===== src/verilog/cbh_params.svh =====
/*
 * constants of the card bridge header slice: config byte offsets,
 * field positions, fixed read values and reset values.
 * assumes inclusion by bare name from every design file that needs it.
 */
`ifndef CBH_PARAMS_SVH
`define CBH_PARAMS_SVH

// ****************************************************************
// config space byte offsets
// ****************************************************************
`define CBH_OFS_CACHE_LINE      8'h0c
`define CBH_OFS_LATENCY         8'h0d
`define CBH_OFS_HEADER_TYPE     8'h0e
`define CBH_OFS_SELF_TEST       8'h0f
`define CBH_OFS_SOCKET_BASE     8'h10
`define CBH_OFS_CAP_POINTER     8'h14
`define CBH_OFS_CARD_STATUS     8'h16
`define CBH_OFS_EXT_AREA        8'h80

// ****************************************************************
// fixed read values
// ****************************************************************
`define CBH_HEADER_TYPE_VAL     8'h82
`define CBH_SELF_TEST_VAL       8'h00
`define CBH_CAP_POINTER_VAL     8'ha0
`define CBH_PM_DWORD0           8'ha0
`define CBH_PM_DWORD1           8'ha4
`define CBH_SELECT_TIMING_VAL   2'h1
`define CBH_BASE_MASK           32'hfffff000

// ****************************************************************
// window layout
// ****************************************************************
`define CBH_WIN_SOCKET_OFS      12'h000
`define CBH_WIN_LEGACY_OFS      12'h800

// ****************************************************************
// card side status bit positions
// ****************************************************************
`define CBH_ST_PARITY           15
`define CBH_ST_SYS_ERR          14
`define CBH_ST_MABORT           13
`define CBH_ST_TABORT_RX        12
`define CBH_ST_TABORT_TX        11
`define CBH_ST_TIMING_HI        10
`define CBH_ST_TIMING_LO        9
`define CBH_ST_DATA_PAR         8

// ****************************************************************
// reset values
// ****************************************************************
`define CBH_LATENCY_RST         8'h00
`define CBH_SOCKET_BASE_RST     32'h00000000
`define CBH_PIN_IDLE            2'h3

`endif


===== src/verilog/cbh_pkg.sv =====
/*
 * types of the card bridge header slice: config request carrier,
 * card event carrier and latency timer states.
 * assumes nothing beyond a systemverilog compiler.
 */
package cbh_pkg;

    // ****************************************************************
    // config access carried from the host config cycle decoder
    // ****************************************************************
    typedef struct packed {
        logic        req;
        logic        we;
        logic [7:0]  addr;
        logic [3:0]  be;
        logic [31:0] wdata;
    } cbh_cfg_req_t;

    // ****************************************************************
    // one-cycle card bus events from the card side engine
    // ****************************************************************
    typedef struct packed {
        logic addr_perr;
        logic data_perr;
        logic master_abort;
        logic target_abort_rx;
        logic target_abort_tx;
        logic cperr;
        logic master_dphase;
    } cbh_card_evt_t;

    // ****************************************************************
    // primary latency timer states
    // ****************************************************************
    typedef enum logic [1:0] {
        CBH_LAT_IDLE,
        CBH_LAT_COUNT,
        CBH_LAT_EXPIRED
    } cbh_lat_state_t;

endpackage : cbh_pkg


===== src/verilog/cbh_pin_sync.sv =====
/*
 * three stage synchroniser for asynchronous pins; the output moves only
 * when stages two and three agree.
 * assumes one clock and an active low asynchronous reset.
 */
`timescale 1ns/1ps
`include "cbh_params.svh"

module cbh_pin_sync (
    input  wire logic       clk,
    input  wire logic       arst_n,
    input  wire logic [1:0] pin_in,
    output logic      [1:0] pin_out
);

    logic [1:0] stage1_reg;
    logic [1:0] stage2_reg;
    logic [1:0] stage3_reg;
    logic [1:0] agree;

    genvar gi;
    generate
        for (gi = 0; gi < 2; gi = gi + 1) begin : g_bit
            assign agree[gi] = (stage2_reg[gi] == stage3_reg[gi]);

            always_ff @(posedge clk or negedge arst_n) begin
                if (!arst_n) begin
                    stage1_reg[gi] <= 1'b1;
                    stage2_reg[gi] <= 1'b1;
                    stage3_reg[gi] <= 1'b1;
                    pin_out[gi]    <= 1'b1;
                end else begin
                    stage1_reg[gi] <= pin_in[gi];
                    stage2_reg[gi] <= stage1_reg[gi];
                    stage3_reg[gi] <= stage2_reg[gi];
                    if (agree[gi]) begin
                        pin_out[gi] <= stage3_reg[gi];
                    end
                end
            end
        end
    endgenerate

endmodule : cbh_pin_sync


===== src/verilog/cbh_cfg_regs.sv =====
/*
 * card bridge config header slice, offsets 0dh to 17h: primary latency
 * timer, fixed header bytes, socket window base and decode, capability
 * pointer and card side status flags.
 * assumes a host config decoder presenting one-cycle requests on the
 * system clock, card engine events on the same clock, and GNT_N and
 * CSERR_N arriving as raw pins.
 */
`timescale 1ns/1ps
`include "cbh_params.svh"

//  Operation
// - latency counter starts at zero on frame, counts per clock, expires at value
// - expired transaction still running ends once grant is deasserted
// - header type byte always reads 82h, writes ignored
// - bytes 00h-7Fh are the header, 80h-FFh the extension area
// - self-test byte always reads zero, writes ignored
// - socket base bits 31-12 read/write, bits 11-0 read zero
// - writing all ones to socket base reads back FFFFF000h
// - window decodes socket registers from 000h and legacy registers from 800h
// - capability pointer is read-only and returns A0h
// - clearable status flags clear on written one, zero leaves them
// - status bit 15 sets on card address or data parity error
// - status bit 14 sets on card system error; device never drives it
// - status bit 13 sets on master abort of own card cycle
// - status bit 12 sets on target abort received for own cycle
// - status bit 11 sets when device target-aborts a card transaction
// - status bits 10-9 hardwired to 01b, medium select timing
// - status bit 8 sets on card parity error as master with response enabled
// - status bits 7-0 read zero
module cbh_cfg_regs (
    input  wire logic                  SYS_CLK,
    input  wire logic                  ARST_N,
    input  wire cbh_pkg::cbh_cfg_req_t CFG_IN,
    input  wire cbh_pkg::cbh_card_evt_t CARD_EVT,
    input  wire logic                  CSERR_N,
    input  wire logic                  GNT_N,
    input  wire logic                  INIT_FRAME_START,
    input  wire logic                  INIT_XFER_ACTIVE,
    input  wire logic                  PARITY_RESP_EN,
    input  wire logic                  MEM_VALID,
    input  wire logic [31:0]           MEM_ADDR,
    output logic                       CFG_ACK,
    output logic [31:0]                CFG_RDATA,
    output logic                       CFG_EXT_HIT,
    output logic                       LAT_EXPIRED,
    output logic                       INIT_TERMINATE,
    output logic                       SOCK_HIT,
    output logic                       LEGACY_HIT,
    output logic [10:0]                WIN_OFFSET
);

    // ****************************************************************
    // pin synchronisers
    // ****************************************************************
    logic [1:0] pins_sync;
    logic       gnt_deasserted;
    logic       cserr_seen;

    cbh_pin_sync u_pin_sync (
        .clk     (SYS_CLK),
        .arst_n  (ARST_N),
        .pin_in  ({CSERR_N, GNT_N}),
        .pin_out (pins_sync)
    );

    assign gnt_deasserted = pins_sync[0];
    assign cserr_seen     = ~pins_sync[1];

    // ****************************************************************
    // config access decode
    // ****************************************************************
    logic       cfg_rd;
    logic       cfg_wr;
    logic       hit_ext;
    logic       hit_lat_dw;
    logic       hit_base_dw;
    logic       hit_stat_dw;
    logic [5:0] dw_index;
    logic [5:0] dw_lat;
    logic [5:0] dw_base;
    logic [5:0] dw_stat;

    // dword indices of the three dwords held in this slice
    assign dw_lat      = 6'(`CBH_OFS_LATENCY >> 2);
    assign dw_base     = 6'(`CBH_OFS_SOCKET_BASE >> 2);
    assign dw_stat     = 6'(`CBH_OFS_CAP_POINTER >> 2);
    assign dw_index    = CFG_IN.addr[7:2];
    assign cfg_rd      = CFG_IN.req & ~CFG_IN.we;
    assign cfg_wr      = CFG_IN.req & CFG_IN.we;
    assign hit_ext     = CFG_IN.addr[7];
    assign hit_lat_dw  = ~hit_ext & (dw_index == dw_lat);
    assign hit_base_dw = ~hit_ext & (dw_index == dw_base);
    assign hit_stat_dw = ~hit_ext & (dw_index == dw_stat);

    // ****************************************************************
    // primary latency count register
    // ****************************************************************
    logic [7:0] latency_reg;
    logic [7:0] latency_next;
    logic       lat_wr;

    // header type and self-test lanes have no storage, so writes vanish
    assign lat_wr       = cfg_wr & hit_lat_dw & CFG_IN.be[1];
    assign latency_next = lat_wr ? CFG_IN.wdata[15:8] : latency_reg;

    always_ff @(posedge SYS_CLK or negedge ARST_N) begin
        if (!ARST_N) begin
            latency_reg <= `CBH_LATENCY_RST;
        end else begin
            latency_reg <= latency_next;
        end
    end

    // ****************************************************************
    // socket window base register
    // ****************************************************************
    logic [31:0] base_reg;
    logic [31:0] base_next;
    logic [31:0] base_wmask;

    genvar gb;
    generate
        for (gb = 0; gb < 4; gb = gb + 1) begin : g_base_lane
            assign base_wmask[gb*8 +: 8] = {8{cfg_wr & hit_base_dw & CFG_IN.be[gb]}};
        end
    endgenerate

    // low twelve bits never store, so an all-ones probe returns fffff000h
    assign base_next = ((base_reg & ~base_wmask) | (CFG_IN.wdata & base_wmask))
                       & `CBH_BASE_MASK;

    always_ff @(posedge SYS_CLK or negedge ARST_N) begin
        if (!ARST_N) begin
            base_reg <= `CBH_SOCKET_BASE_RST;
        end else begin
            base_reg <= base_next;
        end
    end

    // ****************************************************************
    // card side status flags
    // ****************************************************************
    logic [15:0] status_set;
    logic [15:0] status_clr;
    logic [15:0] status_reg;
    logic [15:0] status_next;
    logic [15:0] status_view;
    logic        stat_lo_wr;
    logic        stat_hi_wr;

    assign stat_lo_wr = cfg_wr & hit_stat_dw & CFG_IN.be[2];
    assign stat_hi_wr = cfg_wr & hit_stat_dw & CFG_IN.be[3];

    always_comb begin
        status_set = 16'h0000;
        status_set[`CBH_ST_PARITY]    = CARD_EVT.addr_perr | CARD_EVT.data_perr;
        status_set[`CBH_ST_SYS_ERR]   = cserr_seen;
        status_set[`CBH_ST_MABORT]    = CARD_EVT.master_abort;
        status_set[`CBH_ST_TABORT_RX] = CARD_EVT.target_abort_rx;
        status_set[`CBH_ST_TABORT_TX] = CARD_EVT.target_abort_tx;
        status_set[`CBH_ST_DATA_PAR]  = CARD_EVT.cperr & CARD_EVT.master_dphase
                                        & PARITY_RESP_EN;
    end

    // write-one-to-clear per byte lane; a set in the same cycle wins
    assign status_clr  = {{8{stat_hi_wr}} & CFG_IN.wdata[31:24],
                          {8{stat_lo_wr}} & CFG_IN.wdata[23:16]};
    assign status_next = ((status_reg & ~status_clr) | status_set) & 16'hf900;

    always_ff @(posedge SYS_CLK or negedge ARST_N) begin
        if (!ARST_N) begin
            status_reg <= 16'h0000;
        end else begin
            status_reg <= status_next;
        end
    end

    always_comb begin
        status_view = status_reg;
        status_view[`CBH_ST_TIMING_HI:`CBH_ST_TIMING_LO] = `CBH_SELECT_TIMING_VAL;
        status_view[7:0] = 8'h00;
    end

    // ****************************************************************
    // config read data
    // ****************************************************************
    logic [31:0] rd_lat_dw;
    logic [31:0] rd_stat_dw;
    logic [31:0] rd_mux;

    assign rd_lat_dw  = {`CBH_SELF_TEST_VAL, `CBH_HEADER_TYPE_VAL,
                         latency_reg, 8'h00};
    assign rd_stat_dw = {status_view, 8'h00, `CBH_CAP_POINTER_VAL};

    // the extension area and other header dwords belong elsewhere: zero here
    assign rd_mux = hit_lat_dw  ? rd_lat_dw  :
                    hit_base_dw ? base_reg   :
                    hit_stat_dw ? rd_stat_dw : 32'h00000000;

    always_ff @(posedge SYS_CLK or negedge ARST_N) begin
        if (!ARST_N) begin
            CFG_ACK     <= 1'b0;
            CFG_RDATA   <= 32'h00000000;
            CFG_EXT_HIT <= 1'b0;
        end else begin
            CFG_ACK     <= CFG_IN.req;
            CFG_RDATA   <= cfg_rd ? rd_mux : 32'h00000000;
            CFG_EXT_HIT <= CFG_IN.req & hit_ext;
        end
    end

    // ****************************************************************
    // primary latency timer
    // ****************************************************************
    cbh_pkg::cbh_lat_state_t lat_state_reg;
    cbh_pkg::cbh_lat_state_t lat_state_next;
    logic [7:0]              lat_cnt_reg;
    logic [7:0]              lat_cnt_next;

    always_comb begin
        lat_state_next = lat_state_reg;
        lat_cnt_next   = lat_cnt_reg;
        if (INIT_FRAME_START) begin
            lat_state_next = cbh_pkg::CBH_LAT_COUNT;
            lat_cnt_next   = 8'h00;
        end else begin
            unique case (lat_state_reg)
                cbh_pkg::CBH_LAT_IDLE: begin
                    lat_cnt_next = 8'h00;
                end
                cbh_pkg::CBH_LAT_COUNT: begin
                    if (!INIT_XFER_ACTIVE) begin
                        lat_state_next = cbh_pkg::CBH_LAT_IDLE;
                    end else if (lat_cnt_reg == latency_reg) begin
                        lat_state_next = cbh_pkg::CBH_LAT_EXPIRED;
                    end else begin
                        lat_cnt_next = lat_cnt_reg + 8'h01;
                    end
                end
                cbh_pkg::CBH_LAT_EXPIRED: begin
                    if (!INIT_XFER_ACTIVE) begin
                        lat_state_next = cbh_pkg::CBH_LAT_IDLE;
                    end
                end
            endcase
        end
    end

    always_ff @(posedge SYS_CLK or negedge ARST_N) begin
        if (!ARST_N) begin
            lat_state_reg <= cbh_pkg::CBH_LAT_IDLE;
            lat_cnt_reg   <= 8'h00;
        end else begin
            lat_state_reg <= lat_state_next;
            lat_cnt_reg   <= lat_cnt_next;
        end
    end

    logic lat_expired_now;
    logic terminate_next;

    assign lat_expired_now = (lat_state_reg == cbh_pkg::CBH_LAT_EXPIRED);
    assign terminate_next  = lat_expired_now & INIT_XFER_ACTIVE
                             & ~INIT_FRAME_START & gnt_deasserted;

    always_ff @(posedge SYS_CLK or negedge ARST_N) begin
        if (!ARST_N) begin
            LAT_EXPIRED    <= 1'b0;
            INIT_TERMINATE <= 1'b0;
        end else begin
            LAT_EXPIRED    <= lat_expired_now;
            INIT_TERMINATE <= terminate_next;
        end
    end

    // ****************************************************************
    // socket window decode
    // ****************************************************************
    logic win_hit;
    logic win_legacy;

    assign win_hit    = MEM_VALID & (MEM_ADDR[31:12] == base_reg[31:12]);
    assign win_legacy = (MEM_ADDR[11:0] >= `CBH_WIN_LEGACY_OFS);

    always_ff @(posedge SYS_CLK or negedge ARST_N) begin
        if (!ARST_N) begin
            SOCK_HIT   <= 1'b0;
            LEGACY_HIT <= 1'b0;
            WIN_OFFSET <= 11'h000;
        end else begin
            SOCK_HIT   <= win_hit & ~win_legacy;
            LEGACY_HIT <= win_hit & win_legacy;
            WIN_OFFSET <= MEM_ADDR[10:0];
        end
    end

endmodule : cbh_cfg_regs


===== config.mk =====
export PLATFORM = sky130hd
export DESIGN_NAME = cbh_cfg_regs
export DESIGN_NICKNAME = d
export VERILOG_FILES = /design/src/verilog/cbh_pkg.sv /design/src/verilog/cbh_pin_sync.sv /design/src/verilog/cbh_cfg_regs.sv
export VERILOG_INCLUDE_DIRS = /design/src /design/src/verilog
export SDC_FILE = /design/constraint.sdc
export NUM_CORES = 1
export LEC_CHECK = 0
export BUFFER_PORTS_ARGS = -buffer_cell sky130_fd_sc_hd__buf_2
export CAP_MARGIN = 0
export CELL_PAD_IN_SITES_DETAIL_PLACEMENT = 0
export CELL_PAD_IN_SITES_GLOBAL_PLACEMENT = 2
export CORE_ASPECT_RATIO = 1.75
export CORE_UTILIZATION = 31
export DETAILED_ROUTE_END_ITERATION = 10
export HOLD_SLACK_MARGIN = 0.12
export PLACE_DENSITY = 0.86
export SYNTH_ARGS = -nofsm -noshare
export SYNTH_HDL_FRONTEND = slang
export SYNTH_SLANG_ARGS = --single-unit

===== constraint.sdc =====
create_clock -name SYS_CLK -period 1.9 [get_ports SYS_CLK]
set_input_delay 0.285 -clock SYS_CLK [delete_from_list [all_inputs] [get_ports SYS_CLK]]
set_output_delay 0.285 -clock SYS_CLK [all_outputs]
set_load 0.02 [all_outputs]

* Yosys cells after proc, flatten, opt, wreduce, memory -nomap -nowiden
Index checks and enable logic that the tools add are counted.
** Storage, ports and cells
- Register bits :: 101
- Word-level logic and storage cells :: 93
- Bits of input ports :: 93
- Output and inout port bits :: 49
** Operators by class
- Bitwise operators :: 39
- Magnitude comparators :: 1
- Reductions and logical operators :: 5
- Muxes and demuxes :: 13
- Equality and inequality tests :: 13
- $add $sub $neg :: 1
** Operators by type and width (number)
- $mux W32 :: 4
- $and A32 B32 Y32 :: 2
- $not A32 Y32 :: 1
- $or A32 B32 Y32 :: 1
- $and A1 B1 Y1 :: 24
- $mux W8 :: 3
- $eq A20 B20 Y1 :: 1
- $and A16 B16 Y16 :: 1
- $and A8 B8 Y8 :: 2
- $not A16 Y16 :: 1
- $or A16 B16 Y16 :: 1
- $pmux W8 S2 :: 1
- $eq A6 B3 Y1 const B :: 2
- $ge A12 B12 Y1 const B :: 1
- $ne A3 B3 Y1 const B :: 3
- $add A8 B1 Y8 const B :: 1
- $eq A8 B8 Y1 :: 1
- $mux W2 :: 4
- $eq A6 B2 Y1 const B :: 1
- $reduce_and A3 Y1 :: 2
- $reduce_bool A3 Y1 :: 2
- $not A1 Y1 :: 5
- $ne A4 B4 Y1 const B :: 1
- $pmux W2 S2 :: 1
- 5 further kinds :: 6

* Longest topological paths before layout
Gate-level depths: netlist (run 1).
- Depth after elaboration :: 8
- Gate-level depth with buffers :: 5
- Mapped depth without buffers :: 5

* Cells and area by module
Synthesis (run 1) repeated with hierarchy kept, for this count alone.
** Unflattened totals
- Cell total of the unflattened synthesis :: 289
- Area total of the unflattened synthesis :: 3870.0 um^2
** By module, submodules not included
- cbh_cfg_regs :: times used 1, seq. area each 2152.1 um^2, area each 3637.2 um^2, cells an instance 279
- cbh_pin_sync :: times used 1, seq. area each 210.2 um^2, area each 232.7 um^2, cells an instance 10

* Least setup slack after synthesis (run 1)
No wires, ideal clock.
- Path type :: input-to-reg
- Start :: input port CFG_IN[43] (netlist name)
- End :: register latency_reg[0]
- Arrival :: 1.820 ns
- Required time :: 1.775 ns
- Setup slack :: -0.045 ns
- Library setup time :: 0.125 ns
- Buffers on the path :: 0
- Stages on the path :: 4
- Cells stage by stage :: or4b_4 > or3b_4 > nor2_8 > mux2_2
** On the way
- Longest elaborated chain between the ends :: 4
- Elaborated cells between the ends (all ways) :: 5
- Classes of those cells :: 1 x eq/ne; 4 x bitwise
** Ends and longest elaborated chain
- from (decl) :: line cbh_cfg_regs.sv:34 : input wire cbh_pkg::cbh_cfg_req_t CFG_IN,
- $eq A6 B2 Y1 / $not A1 Y1 (equally long branches) :: line cbh_cfg_regs.sv:92 : assign hit_lat_dw = ~hit_ext & (dw_index == dw_lat);
- $and A1 B1 Y1 * :: line cbh_cfg_regs.sv:92
- $and A1 B1 Y1 * (2 in series) :: line cbh_cfg_regs.sv:104 : assign lat_wr = cfg_wr & hit_lat_dw & CFG_IN.be[1];
- to (signal assigned) :: line cbh_cfg_regs.sv:109 : latency_reg <= `CBH_LATENCY_RST;
- to (signal assigned) :: line cbh_cfg_regs.sv:111 : latency_reg <= latency_next;
- to (decl) :: line cbh_cfg_regs.sv:99 : logic [7:0] latency_reg;
Mark *: on every way between the ends. The rest lies on a longest branch, timed or not.
A chain may end at the register's enable or synchronous reset.

==> out/metrics.csv, run 1 <==
metric,value,unit
outcome,completed,
syn_inst,292,
slowest_delay,0.60,ns
track_usage,0.1513,
setup_viol,0,
ys_warn_count,0,
ys_types,45,
vias,2866,
endpoint_kind,flip-flop,
numPortBuffers,124,
clkLatencyLatePin,0.34,ns
root_buffer,clkbuf_16,
core,0.01207,mm2
clock_sinks,94,
cap_viol_max_count,0,
die_w,86.31,um
r2r_start,lat_cnt_reg[0],
fin_crit,1.811,ns
post_cts_buffers,0,
path_class,in2reg,
grt_pass1_wl,14.50,mm
diodes,0,
clock_skew,0.005984,ns
vdd_ir_drop_max,0.4418,mV
syn_area_per_cell,13.21,um2
min_path_type,in2reg,
slowest_stage,or3_2,
start_util,0.3195,
cts_tree,done,
cts_made_buffers,9,
grt_overflow,0,
grt_max_degree,36,
worstPathCellList,dlygate4sd3_1 -> buf_2 -> nand3_1 -> or3_2 -> mux2_2,
drv_slew,0,
post-place-ws,-0.1698,ns
p_total,4.398,mW
crit_required,2.12,ns
place_congestion,0.7941,
worstPathMaxFanout,8,
cellPowerDensity,838.2,mW/mm2
antenna_found_initial,0,
max_freq,552.2,MHz
seq_area_frac_synth,0.6126,
wire_per_inst,15.13,um
drtAntennaViolNets,0,
routed_wl,9.395,mm
leakage,2.570,nW
ys_async_sr_fraction,1.000,
dp.final_hpwl,7.107,mm
dp_cells,588,
layout.nets,545,
ys.flop_type,dfrtp_1,
pin_count,142,
crit_arrival,2.04,ns
synth-seq-cells,94,
path_clk_slew,0.07,ns
fin_ws,0.08891,ns
synth_area,0.003856,mm2
syn_to_final_growth,36.08,%
clockBufferDepth,2,
drcViolationCount,0,
htreeDepth,3,
min_period_over_period,0.9532,
start_kind,primary input,
grt_pass1_vias,2947,
synth_edf_count,0,
die_h,149.5,um
critPathTopFamily,simple AND/OR/NAND/NOR gates,
r2r_end,lat_cnt_reg[5],
fillers,1201,
drtPass1Iterations,4,
hold_depth,2,
hold_end,status_reg[15],
via_per_inst,4.615,
final_cells,621,
drt_iter0_markers,88,
hold_violations,0,
reg2reg_depth,5,
worstHoldStart,CARD_EVT[5],
rows,53,
fp.dieArea,0.01291,mm2
drive_gt1_frac,0.4364,
rsz0062_at_grt,no,
rrSetupSlack,0.16,ns
critPathBufInv,2,
## Yosys cell counts (2+ instances only)
cell type	instances	share of area
a21o_1	5	0.0097
a21oi_1	4	0.0052
a22o_1	10	0.023
a31oi_1	3	0.0049
and2_1	12	0.019
buf_4	7	0.014
clkbuf_1	5	0.0049
dfrtp_1	86	0.56
dfstp_2	8	0.055
inv_1	2	0.0019
maj3_1	2	0.0052
mux2_2	28	0.082
nand2_1	20	0.019
nand2b_1	3	0.0049
nand3_1	8	0.010
nand3b_1	2	0.0039
nand4_1	10	0.016
nor2_1	6	0.0058
nor2b_1	5	0.0081
nor3_1	4	0.0052
nor4_1	2	0.0032
o211ai_1	6	0.012
or3_1	4	0.0065
or4_1	3	0.0058
xnor2_1	24	0.055
xor2_1	4	0.0091
## worst max-delay path by stage
stage | start | end | slack (ns) | depth (start not counted)
2_1_floorplan | CFG_IN[43] | latency_reg[0] | 0.004 | 4
3_3_place_gp | CFG_IN[43] | latency_reg[7] | -0.14 | 5
6_report | CFG_IN[45] | flip-flop | 0.09 | 5
3_5_place_dp | CFG_IN[43] | latency_reg[3] | -0.17 | 5
5_1_grt | lat_cnt_reg[0] | lat_cnt_reg[5] | 0.05 | 5
4_1_cts | lat_cnt_reg[0] | lat_cnt_reg[5] | 0.05 | 5
## metrics by stage
stage	util	setup TNS, ns	hold slack (ns)	cell area, um2
2_1_floorplan	-	0	-0.01059	3875
3_3_place_gp	0.3947	-1.704	0.2508	4763
3_5_place_dp	0.3947	-2.022	0.2603	4763
4_1_cts	0.4343	0	0.1226	5241
5_1_grt	0.4348	0	0.1278	5248
6_report	0.4348	0	0.1329	5248
## cells in the final DEF (no fill, tap or decap), types with 3 or more instances in the layout
master / netlist / routed
and2_1: 12 / 12
dfstp_2: 8 / 8
conb_1: 1 / 6
or4_1: 3 / 3
a21o_1: 5 / 5
nand3_1: 8 / 8
buf_4: 7 / 13
nor2_1: 6 / 5
dlygate4sd3_1: 0 / 17
buf_2: 0 / 123
mux2_2: 28 / 28
dfrtp_1: 86 / 86
nor2b_1: 5 / 5
inv_6: 0 / 4
o211ai_1: 6 / 6
a22o_1: 10 / 10
a21oi_1: 4 / 4
or3_1: 4 / 4
nand2_1: 20 / 20
nor3_1: 4 / 4
xnor2_1: 24 / 24
clkbuf_16: 0 / 9
nand2b_1: 3 / 3
xor2_1: 4 / 4
nand4_1: 10 / 10
a31oi_1: 3 / 3
## layer usage
layer | part of all wire | wire (um) | GRT usage | up-vias
met3 | 0.045 | 422 | 0.02703 | 18
met1 | 0.37 | 3443 | 0.1559 | 1413
met2 | 0.56 | 5220 | 0.2845 | 87
met4 | 0.033 | 308 | 0.07917 | 0
li1 | - | - | - | 1348
met5 | 0 | 0 | 0 | -
## cell type report
type	count	area, um2	share of cell area
Sequential cell	94	2362	0.4502
Multi-Input combinational cell	189	1440	0.2744
Clock inverter	5	65.06	0.01240
Tap cell	165	206.4	0.03934
Inverter	2	7.507	0.001431
Clock buffer	11	242.7	0.04626
Timing Repair Buffer	155	923.4	0.1760
## what timing repair did
item | in CTS | in global routing
gates resized for setup | 0 | 2
endpoints found under the hold margin | 42 | 0
setup endpoints to repair | 0 | 1
hold buffers | 17 | 0
## cells by family (layout without fill, tap and decap cells)
logic type,Yosys count,count (layout),share of synthesized area
compound gates,35,35,0.07008
xor+xnor,28,28,0.06359
other cells,1,6,0.0009725
buf+inv,14,173,0.02044
flops,94,94,0.6126
simple gates,89,89,0.1421
mux,28,28,0.08176
fa+ha+maj,3,3,0.008436
## where the power goes
group | internal, mW | leakage, nW | switching (mW) | total, mW
clock | 1.08 | 0.152 | 0.777 | 1.85
sequential | 2.07 | 1.22 | 0.0423 | 2.11
combinational | 0.197 | 1.20 | 0.235 | 0.432
No activity file was read; power rests on OpenSTA's default activity.
==> run 2: changes to the inputs <==
PLACE_DENSITY = 0.85   (was 0.86)
SYNTH_HIERARCHICAL = 1   (was not set)
==> run 2 against run 1 <==
Power is 0.68% lower. Global-route usage is 1.1 points lower. Via count is 5.2% lower. Critical path type is now reg2reg. Largest power group unchanged.
==> out/metrics.csv, run 2 <==
metric,value,unit
outcome,completed,
r2r_start,latency_reg[5],
rows,53,
diodes,0,
dp.final_hpwl,6.753,mm
max_slew_margin,0.5868,
worstPathMaxFanout,7,
max_freq,566.3,MHz
cts_tree,done,
start_kind,flip-flop,
fp.dieArea,0.01295,mm2
layout.nets,537,
syn_inst,289,
drcViolationCount,0,
synth_edf_count,0,
layout_common_cells,"buf_2 (123), dfrtp_1 (86), mux2_2 (28)",
path_clk_slew,0.07,ns
clockBufferDepth,2,
vdd_ir_drop_max,0.4937,mV
worstMarginPinSlew,0.6199,ns
p_seq_frac,0.484,
place_congestion,0.7923,
grt_max_degree,53,
slowest_stage,nor4_2,
slowest_delay,0.43,ns
core,0.01207,mm2
via_per_inst,4.432,
fin_crit,1.766,ns
start_util,0.3207,
endpoint_kind,flip-flop,
die_h,149.8,um
clock_sinks,94,
reg2reg_depth,5,
vias,2717,
synth_top_area_frac,0.5561,
synth_area,0.003870,mm2
yosysTopAreaCell,dfrtp_1,
syn_to_final_growth,33.95,%
whs,0.1301,ns
fillers,1181,
final_cells,613,
routed_wl,8.746,mm
fin_tns_setup,0,ns
grt_pass1_vias,2892,
cellPowerDensity,842.8,mW/mm2
ys.flop_type,dfrtp_1,
die_w,86.46,um
synth_area_leaders,"dfrtp_1 (56%), mux2_2 (8.1%), dfstp_2 (5.4%), xnor2_1 (3.4%), xor2_1 (2.7%)",
drt_iter0_markers,93,
hold_violations,0,
clkPwrFrac,0.431,
cts_made_buffers,9,
ys_warn_count,6,
wire_per_inst,14.27,um
ys_async_sr_fraction,1.000,
switching_share,0.2195,
setup_viol,0,
pin_count,142,
drive_gt1_frac,0.4576,
drtAntennaViolNets,0,
crit_required,2.15,ns
rrSetupSlack,0.13,ns
drv_slew,0,
crit_path_end,lat_cnt_reg[4],
min_path_type,in2reg,
antenna_found_initial,0,
cp-startpoint,latency_reg[5],
clock_skew,0.008940,ns
power.internal,3.410,mW
grt_overflow,0,
clkLatencyLatePin,0.34,ns
leakage,2.627,nW
path_class,reg2reg,
numPortBuffers,124,
syn_area_per_cell,13.39,um2
drtPass1Iterations,4,
r2r_end,lat_cnt_reg[4],
worstPathCellList,xor2_1 -> nor4_2 -> a21oi_1 -> or2_4 -> o211ai_2,
crit_arrival,2.02,ns
synth_commonest_cells,"dfrtp_1 (86), mux2_2 (28), nand2_1 (16)",
seq_area_frac_synth,0.6104,
grt_pass1_wl,13.67,mm
dp_cells,582,
min_period_over_period,0.9294,
ys_types,49,
power.switching,959.1,uW
synth-seq-cells,94,
htreeDepth,3,
rsz0062_at_grt,no,
yosysMostFrequentCell,dfrtp_1,
root_buffer,clkbuf_16,
layout_commonest_cell,buf_2,
comb_power_share,0.085,
cap_viol_max_count,0,
track_usage,0.1401,
==> run 2: power groups by stage <==
stage | clock network, mW | registers, mW | logic [mW]
after global routing | 2.01 | 2.12 | 0.411
after floorplan | 0 | 2.16 | 0.151
final | 1.88 | 2.12 | 0.372
after CTS | 1.94 | 2.12 | 0.376
after global placement | 0 | 2.15 | 0.347
after detailed placement | 0 | 2.15 | 0.351
==> run 2: cell families (layout without fill, tap and decap cells) <==
| family | Yosys count | after routing | share of synthesized area |
|---|---|---|---|
| compound gates | 41 | 41 | 0.07857 |
| xor+xnor | 27 | 27 | 0.06111 |
| fa+ha+maj | 3 | 3 | 0.009052 |
| buf+inv | 22 | 176 | 0.03621 |
| flops | 94 | 94 | 0.6104 |
| mux | 28 | 28 | 0.08147 |
| other cells | 1 | 6 | 0.0009690 |
| simple gates | 73 | 73 | 0.1222 |
==> run 2: how the worst min path moves through the flow <==
stage	slack (ns)	depth (start not counted)	startpoint	to
after floorplan	-0.01	0	ARST_N	CFG_ACK
after global placement	0.20	1	ARST_N	CFG_RDATA[27]
after detailed placement	0.20	1	ARST_N	CFG_RDATA[7]
after CTS	0.12	2	CARD_EVT[2]	status_reg[11]
after global routing	0.12	2	CARD_EVT[2]	status_reg[11]
final	0.13	2	CARD_EVT[2]	status_reg[11]
==> run 2: repair_timing <==
item                       in CTS  in global routing
hold buffers                   15                  0
hold endpoints to repair       36                  0
setup buffers                   0                  0
setup endpoints to repair       0                  7
gates resized for setup         0                  1
==> run 2: per-stage QoR <==
| stage | cell area [um2] | util | total power [mW] | worst slack, ns |
|---|---|---|---|---|
| after floorplan | 3889 | - | 2.313 | 0.3671 |
| after global placement | 4715 | 0.3906 | 2.496 | 0.04498 |
| after detailed placement | 4715 | 0.3906 | 2.504 | 0.01930 |
| after CTS | 5181 | 0.4293 | 4.429 | 0.01380 |
| after global routing | 5184 | 0.4295 | 4.547 | 0.02753 |
| final | 5184 | 0.4295 | 4.369 | 0.1342 |
==> run 2: per-layer routing <==
metal	up-vias	part of all wire	track usage
li1	1297	-	-
met1	1324	0.36	0.1419
met2	84	0.57	0.2698
met3	12	0.050	0.03365
met4	0	0.018	0.05250
met5	-	0	0
==> run 2: area by class of cell <==
cell class / instances / area [um2] / area share
sequential: 94 / 2362 / 0.4557
timing repair buffer: 151 / 875.8 / 0.1690
clock buffer: 11 / 232.7 / 0.04489
tap: 165 / 206.4 / 0.03983
inverter: 9 / 33.78 / 0.006517
multi-input combinational: 178 / 1389 / 0.2679
clock inverter: 5 / 83.83 / 0.01617
==> run 2: critical path, delay by kind of cell, from the launching register on <==
family	cells	cell delay, ns
xor gates and xnor gates	1	0.19
DFF	1	0.40
and+or+nand+nor	2	0.77
AOI/OAI and AO/OA	2	0.34
